$ cat src/common/dau_pkg.sv
// constants for the dac update control block
package dau_pkg;
    localparam int WORD_BITS = 24;
    localparam int LONG_WORD_BITS = 32;
    localparam int CMD_WIDTH = 4;
    localparam int DATA_WIDTH = 16;
    localparam int CMD_MSB = 23;
    localparam int CMD_LSB = 20;
    localparam int DATA_MSB = 15;
    localparam int SYNC_STAGES = 2;
    localparam logic [3:0] CMD_WRITE = 4'h0;
    localparam logic [3:0] CMD_UPDATE = 4'h1;
    localparam logic [3:0] CMD_WRITE_UPDATE = 4'h3;
    localparam logic [3:0] CMD_POWER_DOWN = 4'h4;
    localparam logic [3:0] CMD_NOP = 4'hf;
    localparam logic [15:0] DAC_RESET_CODE = 16'h0000;
    localparam logic [31:0] SHIFT_RESET = 32'h0000_0000;
endpackage : dau_pkg

$ cat src/hdl/dau_control.sv
// update and power control of a single serial dac
// Notes on behaviour
// RULE1: select high, update low copies input register
// RULE2: update pulse during frame only powers up
// RULE3: update still low at load: execute, update
// RULE4: update low always powers up converter
// RULE5: update low at load blocks power-down
// RULE6: daisy chains need the 32-bit load
// RULE7: code msb first, trailing don't-care bits
// RULE8: one bit per rising shift clock
// RULE9: command, four spare bits, then data
// RULE10: command 0100 powers down, data ignored
// RULE11: command 1111 does nothing at all
// RULE12: pins synchronised, simultaneous events ordered
`timescale 1ns/10ps
module dau_control
    import dau_pkg::*;
(
    input wire logic clk,
    input wire logic rstn,
    input wire logic shift_clk,
    input wire logic serial_in,
    input wire logic chip_select_load,
    input wire logic async_update_n,
    output logic serial_out,
    output logic [DATA_WIDTH-1:0] input_code,
    output logic [DATA_WIDTH-1:0] dac_code,
    output logic powered_up,
    output logic update_strobe
);
    logic sck_s;
    logic sdi_s;
    logic csl_s;
    logic upd_n_s;

    // RULE12: every pin through two flops
    dau_sync #(.RESET_VALUE(1'b0)) u_sync_sck
    (
        .clk(clk),
        .rstn(rstn),
        .async_in(shift_clk),
        .sync_out(sck_s)
    );
    dau_sync #(.RESET_VALUE(1'b0)) u_sync_sdi
    (
        .clk(clk),
        .rstn(rstn),
        .async_in(serial_in),
        .sync_out(sdi_s)
    );
    dau_sync #(.RESET_VALUE(1'b1)) u_sync_csl
    (
        .clk(clk),
        .rstn(rstn),
        .async_in(chip_select_load),
        .sync_out(csl_s)
    );
    dau_sync #(.RESET_VALUE(1'b1)) u_sync_upd
    (
        .clk(clk),
        .rstn(rstn),
        .async_in(async_update_n),
        .sync_out(upd_n_s)
    );

    logic sck_d_reg;
    logic sck_d_next;
    logic csl_d_reg;
    logic csl_d_next;
    logic upd_d_reg;
    logic upd_d_next;
    logic [LONG_WORD_BITS-1:0] shift_reg;
    logic [LONG_WORD_BITS-1:0] shift_next;
    logic sdo_reg;
    logic sdo_next;
    logic [DATA_WIDTH-1:0] input_reg;
    logic [DATA_WIDTH-1:0] input_next;
    logic [DATA_WIDTH-1:0] dac_reg;
    logic [DATA_WIDTH-1:0] dac_next;
    logic power_reg;
    logic power_next;
    logic strobe_reg;
    logic strobe_next;

    logic sck_rise;
    logic sck_fall;
    logic csl_rise;
    logic upd_fall;
    logic [CMD_WIDTH-1:0] cmd;
    logic [DATA_WIDTH-1:0] word_data;

    assign sck_rise = sck_s & ~sck_d_reg;
    assign sck_fall = ~sck_s & sck_d_reg;
    assign csl_rise = csl_s & ~csl_d_reg;
    assign upd_fall = ~upd_n_s & upd_d_reg;
    // RULE9: command on top, data in the low half
    assign cmd = shift_reg[CMD_MSB:CMD_LSB];
    // RULE7: code left-aligned, padding bits kept as received
    assign word_data = shift_reg[DATA_MSB:0];

    always_comb
    begin
        sck_d_next = sck_s;
        csl_d_next = csl_s;
        upd_d_next = upd_n_s;
        shift_next = shift_reg;
        sdo_next = sdo_reg;
        input_next = input_reg;
        dac_next = dac_reg;
        power_next = power_reg;
        strobe_next = 1'b0;
        // RULE8: shift only inside the frame
        if (!csl_s && sck_rise)
        begin
            shift_next = {shift_reg[LONG_WORD_BITS-2:0], sdi_s};
        end
        // daisy output changes on the falling shift edge
        if (!csl_s && sck_fall)
        begin
            sdo_next = shift_reg[LONG_WORD_BITS-1];
        end
        // frame end wins the ordering when both land in one cycle
        if (csl_rise)
        begin
            case (cmd)
                CMD_WRITE:
                begin
                    input_next = word_data;
                end
                CMD_UPDATE:
                begin
                    dac_next = input_reg;
                    power_next = 1'b1;
                    strobe_next = 1'b1;
                end
                CMD_WRITE_UPDATE:
                begin
                    input_next = word_data;
                    dac_next = word_data;
                    power_next = 1'b1;
                    strobe_next = 1'b1;
                end
                // RULE10: power down, data dropped
                CMD_POWER_DOWN:
                begin
                    power_next = 1'b0;
                end
                // RULE11: nothing happens
                CMD_NOP:
                begin
                end
                default:
                begin
                end
            endcase
            // RULE3: held update after load also refreshes output
            if (!upd_n_s)
            begin
                if (cmd == CMD_WRITE)
                begin
                    dac_next = word_data;
                end
                else if (cmd != CMD_WRITE_UPDATE)
                begin
                    dac_next = input_reg;
                end
                strobe_next = 1'b1;
                // RULE5: power-down suppressed
                power_next = 1'b1;
            end
        end
        else if (upd_fall && csl_s)
        begin
            // RULE1: asynchronous update outside a frame
            dac_next = input_reg;
            power_next = 1'b1;
            strobe_next = 1'b1;
        end
        // RULE4: any update low wakes the converter
        // RULE2: inside a frame it touches only power
        if (upd_fall)
        begin
            power_next = 1'b1;
        end
    end

    always_ff @(posedge clk)
    begin
        if (!rstn)
        begin
            sck_d_reg <= 1'b0;
            csl_d_reg <= 1'b1;
            upd_d_reg <= 1'b1;
            shift_reg <= SHIFT_RESET;
            sdo_reg <= 1'b0;
            input_reg <= DAC_RESET_CODE;
            dac_reg <= DAC_RESET_CODE;
            power_reg <= 1'b0;
            strobe_reg <= 1'b0;
        end
        else
        begin
            sck_d_reg <= sck_d_next;
            csl_d_reg <= csl_d_next;
            upd_d_reg <= upd_d_next;
            shift_reg <= shift_next;
            sdo_reg <= sdo_next;
            input_reg <= input_next;
            dac_reg <= dac_next;
            power_reg <= power_next;
            strobe_reg <= strobe_next;
        end
    end

    assign serial_out = sdo_reg;
    assign input_code = input_reg;
    assign dac_code = dac_reg;
    assign powered_up = power_reg;
    assign update_strobe = strobe_reg;
endmodule : dau_control

$ cat src/hdl/dau_sync.sv
// two-flop synchroniser for one pin input
`timescale 1ns/10ps
module dau_sync
    import dau_pkg::*;
#(
    parameter logic RESET_VALUE = 1'b0
)
(
    input wire logic clk,
    input wire logic rstn,
    input wire logic async_in,
    output logic sync_out
);
    logic stage1_reg;
    logic stage1_next;
    logic stage2_reg;
    logic stage2_next;

    always_comb
    begin
        stage1_next = async_in;
        stage2_next = stage1_reg;
    end

    always_ff @(posedge clk)
    begin
        if (!rstn)
        begin
            stage1_reg <= RESET_VALUE;
            stage2_reg <= RESET_VALUE;
        end
        else
        begin
            stage1_reg <= stage1_next;
            stage2_reg <= stage2_next;
        end
    end

    assign sync_out = stage2_reg;
endmodule : dau_sync

$ cat config.mk
export PLATFORM = sky130hd
export DESIGN_NAME = dau_control
export DESIGN_NICKNAME = d
export VERILOG_FILES = /design/src/common/dau_pkg.sv /design/src/hdl/dau_control.sv /design/src/hdl/dau_sync.sv
export SDC_FILE = /design/constraint.sdc
export NUM_CORES = 1
export LEC_CHECK = 0
export BUFFER_PORTS_ARGS = -buffer_cell sky130_fd_sc_hd__buf_4
export CAP_MARGIN = 20
export CORE_MARGIN = 2
export CORE_UTILIZATION = 55
export CTS_CLUSTER_DIAMETER = 30
export CTS_CLUSTER_SIZE = 12
export DETAILED_ROUTE_END_ITERATION = 10
export PLACE_DENSITY_LB_ADDON = 0.3
export SLEW_MARGIN = 20
export SYNTH_ARGS = -nofsm -noshare
export SYNTH_HDL_FRONTEND = slang
export SYNTH_SLANG_ARGS = --single-unit
$ cat constraint.sdc
create_clock -name clk -period 2.9 [get_ports clk]
set_input_delay 0.29 -clock clk [delete_from_list [all_inputs] [get_ports clk]]
set_output_delay 0.29 -clock clk [all_outputs]
set_load 0.005 [all_outputs]
# After elaboration in Yosys (flattened, before gate mapping)
# Cells that the tools add are included.
op_classes:
  n_addsub: 0
  mul: 0
  div: 0
  magnitude_cmp: 0
  eq_ne: 5
  shift: 0
  n_mux: 15
  n_bitwise: 8
  n_reduce_logical: 11
op_table:
  columns: ["cell", "count"]
  rows:
  - ["16-bit 2-to-1 mux", 5]
  - ["16-bit case mux with 2 select lines", 1]
  - ["1-bit 2-to-1 mux", 8]
  - ["5-bit inequality test (second input constant)", 1]
  - ["1-bit bitwise AND", 4]
  - ["4-bit by 1-bit == test with 1-bit output (second input constant)", 1]
  - ["4-bit by 2-bit == test with 1-bit output (second input constant)", 1]
  - ["4-bit by 3-bit == test with 1-bit output (second input constant)", 1]
  - ["4-bit zero test", 1]
  - ["4-bit by 2-bit inequality test with 1-bit output (second input constant)", 1]
  - ["1-bit inverter", 4]
  - ["2-bit AND reduction", 2]
  - ["2-bit OR reduction", 2]
  - ["1-bit logical AND", 3]
  - ["3-bit nonzero test", 1]
  - ["1-bit case mux with 2 select lines", 1]
  - ["2-bit nonzero test", 1]
  - ["1-bit zero test", 1]
word_totals:
  register_bits: 78
  latchBits: 0
  mem_bits_rw: 0
  mem_bits_ro: 0
  input_bits: 6
  out_inout_bits: 35
  memories: 0

# Depth between registers and ports, before layout
depth:
  ltp_word: 6
  ltp_mapped: 7

# By module
# A second synthesis with hierarchy kept.
unflattened:
  cells_unflattened: 370
  hier_area_um2: 3489.6
modules_own_cells:
  columns: ["mod", "n_inst", "cells_each", "area_per_inst_um2", "seq_area_each_um2"]
  rows:
  - ["dau_control", 1, 354, 3279.4, 1401.3]
  - ["dau_sync", 4, 4, 52.6, 40.0]

# Least setup slack after synthesis
# OpenSTA, ideal clock, no wires.
synth_timing:
  path_type: "register -> register"
  start: "register shift_reg[21]"
  end: "register dac_reg[11], in the netlist dac_code[11]"
  arrival_ns: 1.250
  required_ns: 2.762
  slack_ns: 1.512
  stages_incl_launch_ff: 7
  n_path_buf: 2
  synth_period_minus_slack_ns: 1.388
  path_cell_list: "dfxtp_1 buf_4 buf_2 mux2i_1 nand2_1 o211ai_1 o221ai_1"
synth_between:
  elab_chain_cells: 6
  word_cells_on_any_way: 9
  cone_classes: "eq/ne: 3; mux: 5; reduce/logical: 1"
synth_lines:
  columns: ["item", "line_no", "rtl"]
  rows:
  - ["start, declared", "dau_control.sv:72", "logic [LONG_WORD_BITS-1:0] shift_reg;"]
  - ["start signal, assigned", "dau_control.sv:206", "shift_reg <= shift_next;"]
  - ["4-bit by 2-bit == test with 1-bit output or 4-bit by 1-bit == test with 1-bit output (tied branches)", "dau_control.sv:125", "case (cmd)"]
  - ["16-bit case mux with 2 select lines", "dau_control.sv:125", null]
  - ["16-bit 2-to-1 mux", "dau_control.sv:163", "else if (cmd != CMD_WRITE_UPDATE)"]
  - ["16-bit 2-to-1 mux", "dau_control.sv:159", "if (cmd == CMD_WRITE)"]
  - ["16-bit 2-to-1 mux (*)", "dau_control.sv:157", "if (!upd_n_s)"]
  - ["16-bit 2-to-1 mux (*)", "dau_control.sv:123", "if (csl_rise)"]
  - ["end signal, assigned", "dau_control.sv:209", "dac_reg <= dac_next;"]
  - ["end, declared", "dau_control.sv:78", "logic [DATA_WIDTH-1:0] dac_reg;"]
# Every way passes the cells marked *; elsewhere a longest branch is shown, timed or not.
# A chain may end at the register's enable or synchronous reset.

# Worst setup path after layout
layout_timing:
  start: "register u_sync_csl.stage2_reg, in the netlist u_sync_csl.sync_out"
  end: "register dac_reg[15], in the netlist dac_code[15]"
layout_between:
  elab_chain_cells: 2
  word_cells_on_any_way: 4
  cone_classes: "mux: 1; bitwise: 1; reduce/logical: 2"
layout_lines:
  columns: ["item", "line_no", "rtl"]
  rows:
  - ["start, declared", "dau_sync.sv:16", "logic stage2_reg;"]
  - ["start signal, assigned", "dau_sync.sv:35", "stage2_reg <= stage2_next;"]
  - ["1-bit bitwise AND or 1-bit logical AND (tied branches)", "dau_control.sv:94, dau_control.sv:172", null]
  - ["16-bit 2-to-1 mux or 2-bit nonzero test (tied branches)", null, null]
# Several ways; a longest one is shown, not always the timed one.

==> results.md <==
Run status:
- The flow ran to the end, and the final reports show no timing, DRC or antenna violations.

STA:
- The worst-case setup margin in the final layout is 1.112 ns.
- For the pin with the worst max-slew slack, the measured transition is 0.7754 ns.
- Across the routed clock network, the largest skew measured is 0.01116 ns.
- The max-slew violation total from the final report is 0.
- The number of hold violations in the final report is 0.
- Setup repair after global routing left no endpoint under its margin.
- The worst pin sits at a relative slew slack of 0.4831.
- The maximum frequency from static timing analysis is 0.5593 GHz.
- In the final timing run, aggregate negative setup slack is 0 ns.
- The final period utilization is 0.6165.
- The number of setup violations in the final report is 0.
- The time the worst path needs with I/O delays and setup is 1.788 ns.

Yosys:
- Of the total synthesized cell area, the portion taken by XOR and XNOR cells is 0.004820.
- Synthesis inferred 78 register bits.
- The distinct cell type count of the synthesized netlist is 31.
- The synthesized netlist occupies a cell area of 3374 sq um.
- The simple logic cell fraction of the synthesized area is 0.1694.
- The number of warnings issued by yosys is 0.
- After synthesis, the largest family of logic cells by area is compound AO/OA/AOI/OAI gates.
- Synthesis produced a netlist with a net count of 377.
- The number of standard cells after synthesis is 371.
- The main flop type after synthesis is sky130_fd_sc_hd__dfxtp_1.
- The average cell area after synthesis is 9.096 sq um.
- The share of the yosys chip area belonging to registers is 0.4627.
- The proportion of synthesized area in mux cells is 0.1424.
- The share of async-settable or async-resettable flops after synthesis is 0.
- The synthesized design contains 0 enable-type register cells.
- The arithmetic-cell share of the synthesized area counting full adders, half adders and majority gates is 0.
- The fraction of the mapped netlist area in compound gates is 0.1702.

Clocking:
- The TritonCTS sink count is 78.
- The number of setup buffers added after CTS is 0.
- Buffers inserted to repair hold after CTS numbered 0.
- Buffers inserted during clock tree synthesis total 9.
- TritonCTS built the clock tree.
- No sink is reached through more buffers than the 2 on the longest clock path.
- The latest clock arrival within the worst-skew pair is 0.34 ns.
- After clock tree synthesis, the clock-pin slew on the worst setup and hold paths is 0.08 ns.
- The tree is rooted in a sky130_fd_sc_hd__clkbuf_8.
- Post-CTS repair changed the size of 0 cells.
- The maximum level of the CTS H-tree is 3.

Setup path:
- The capturing element type of the critical path is a register.
- The type of the setup path with the least slack is reg2reg.
- In this design, the stage delay of the slowest critical-path cell is 0.65 ns.
- The number of buffers and inverters on the critical path is 0.
- The critical path launch point type is a register.
- The register-to-register setup slack is 1.11 ns.
- In this run the critical register-to-register path is launched from u_sync_csl.sync_out$_SDFF_PN1_.
- The largest individual stage delay along the critical path comes from the cell sky130_fd_sc_hd__and3_1.
- Data on the critical path is required at its endpoint by 3.15 ns.
- Grouping stages by cell kind, the critical path spends the most delay in simple AND/OR/NAND/NOR gates.
- Data arrives at the worst endpoint at 2.04 ns.
- In this run the critical register-to-register path is captured at dac_code[15]$_SDFFE_PN0P_.
- The worst register-to-register path has a depth of 4.
- In this run the worst path has a maximum fanout of 16.
- The signal on the critical path passes through and2b_1 -> and3_1 -> o211ai_1 -> o221ai_1.

Job:
- The max-capacitance violation count is 0.

Detailed routing:
- The via count normalized by instance count is 5.750.
- The routed layout has 2760 vias.
- In the routed design, unresolved DRC markers number 0.
- The wire length after detailed routing is 7.378 mm.
- The count of routing violations after the opening detailed-route iteration is 178.
- The number of detailed-routing iterations run before antenna repair is 4.
- Dividing the detail-routed wire length by the instance count gives 15.37 um.
- The antenna violation net count after detailed routing is 0.

Pwr:
- The power per standard cell area is 489.1 nW/um^2.
- The peak supply drop is 0.3256 mV.
- The static leakage power is 1.379 nW.

Floorplan:
- The placement row count is 28.
- The initial utilization of the core area, before any placement, comes to 0.5699.
- 41 I/O pins were placed.
- The area of the placeable core is 5921 sq um.
- From left edge to right edge, the die measures 82.33 um.
- The die span in y is 82.33 um.
- The floorplan step defined a die boundary enclosing 6778 sq um.

Placement:
- Routability-driven placement finished with a final weighted congestion of 0.7936.
- The total cell area at the placement stage is 3665 sq um.
- The number of buffers added on ports is 40.
- In this run, placement finished with an instance count of 464.
- The total half-perimeter wirelength after legalization and detailed placement is 4.612 mm.
- The pre-CTS setup slack is 1.123 ns.

Cells and area:
- The layout overhead on the synthesized area is 13.94%.
- The register with the most flip-flops in the layout has 32 of them.
- The fraction of layout instances using a drive strength above 1 is 0.1630.
- The library cell used most frequently in the layout, excluding fill and tap cells, is sky130_fd_sc_hd__nand2_1.
- In the layout the commonest cells are 83 x sky130_fd_sc_hd__nand2_1, 78 x sky130_fd_sc_hd__dfxtp_1, 48 x sky130_fd_sc_hd__mux2i_1, 47 x sky130_fd_sc_hd__buf_4, 35 x sky130_fd_sc_hd__a21oi_1.
- The finished layout holds 480 standard cells, fillers aside.
- The number of diodes is 0.
- The design area is 3845 sq um.
- The total number of nets in the final design is 406.

Worst hold path:
- The type of the most critical hold path is in2reg.
- The worst hold path terminates at u_sync_upd.stage1_reg$_SDFF_PN1_.
- The worst hold path begins at async_update_n.
- The worst hold path stage count is 2.

GRT:
- For met2 alone, demand over resource in global routing was 0.3871.
- After global routing the overflow that remains totals 0.
- The pin count of the biggest net entering global routing is 35.
- For this run, global-route usage on met3 was measured as 0.03913.
- The layer flagged by global routing as most heavily used is met2.
- The wire length of the first global-routing pass is 12.25 mm.
- The aggregate global-route resource usage is 0.2351.
- The initial antenna violation count came to 0.
- The via count of the first global-routing pass came to 2597.
- The met1 global-route usage is 0.3069.
[worst max path at each step]
stage	from	end	depth (start not counted)
2_1_floorplan	shift_reg[21]$_SDFFE_PN0P_	dac_code[11]$_SDFFE_PN0P_	6
3_3_place_gp	shift_reg[21]$_SDFFE_PN0P_	input_code[2]$_SDFFE_PN0P_	4
3_5_place_dp	u_sync_csl.sync_out$_SDFF_PN1_	dac_code[15]$_SDFFE_PN0P_	3
4_1_cts	u_sync_csl.sync_out$_SDFF_PN1_	dac_code[15]$_SDFFE_PN0P_	4
5_1_grt	u_sync_csl.sync_out$_SDFF_PN1_	dac_code[13]$_SDFFE_PN0P_	4
6_report	u_sync_csl.sync_out$_SDFF_PN1_	dac_code[15]$_SDFFE_PN0P_	4
[metrics by stage]
| stage | hold WS [ns] | util | total power, W |
|---|---|---|---|
| floorplan | 0.3630 | - | 0.001145 |
| global placement | 0.3937 | 0.6190 | 0.001161 |
| detailed placement | 0.3994 | 0.6190 | 0.001163 |
| CTS | 0.1209 | 0.6494 | 0.001897 |
| global route | 0.1384 | 0.6494 | 0.001950 |
| finish | 0.1382 | 0.6494 | 0.001880 |
[kinds of logic (layout without fill, tap and decap cells)]
group                  Yosys count  after routing
AO/OA/AOI/OAI                   86             86
XOR/XNOR                         1              1
buffers and inverters           31             65
flip-flops                      78             78
multiplexers                    48             48
AND/OR/NAND/NOR                127            127
[routing by layer]
metal | wire length (um) | vias up
li1 | - | 1364
met3 | 446 | 6
met5 | 0 | -
met4 | 55 | 0
met2 | 3621 | 79
met1 | 3254 | 1311
[report_power, final]
group	leakage [nW]	total [W]	internal (W)	switching, W
registers	0.630	0.00108	0.00108	0.00000444
logic	0.658	0.0000553	0.0000181	0.0000371
clock network	0.0910	0.000743	0.000384	0.000359
total	1.38	0.00188	0.00148	0.000400
[cell usage after synthesis, types with 2 or more instances]
cell	n	share of area
sky130_fd_sc_hd__buf_6	3	0.010
sky130_fd_sc_hd__mux2i_1	48	0.14
sky130_fd_sc_hd__o211ai_1	16	0.036
sky130_fd_sc_hd__buf_2	10	0.015
sky130_fd_sc_hd__inv_1	2	0.0022
sky130_fd_sc_hd__a22oi_1	16	0.036
sky130_fd_sc_hd__clkbuf_1	12	0.013
sky130_fd_sc_hd__and3_1	2	0.0037
sky130_fd_sc_hd__o221ai_1	16	0.042
sky130_fd_sc_hd__nor3b_2	2	0.0074
sky130_fd_sc_hd__and2_1	5	0.0093
sky130_fd_sc_hd__nand2b_1	7	0.013
sky130_fd_sc_hd__a21oi_1	35	0.052
sky130_fd_sc_hd__buf_4	2	0.0044
sky130_fd_sc_hd__nand2_1	83	0.092
sky130_fd_sc_hd__nor2_1	20	0.022
sky130_fd_sc_hd__dfxtp_1	78	0.46
[cell type report]
type                       instances  area (sq um)
fill                             518          2076
multi-input combinational        262          1649
sequential                        78          1562
timing repair buffer              47         352.8
clock buffer                      16         180.2
tap                               75         93.84
inverter                           2         7.507
Note: power is estimated with default switching activity, not from simulation.
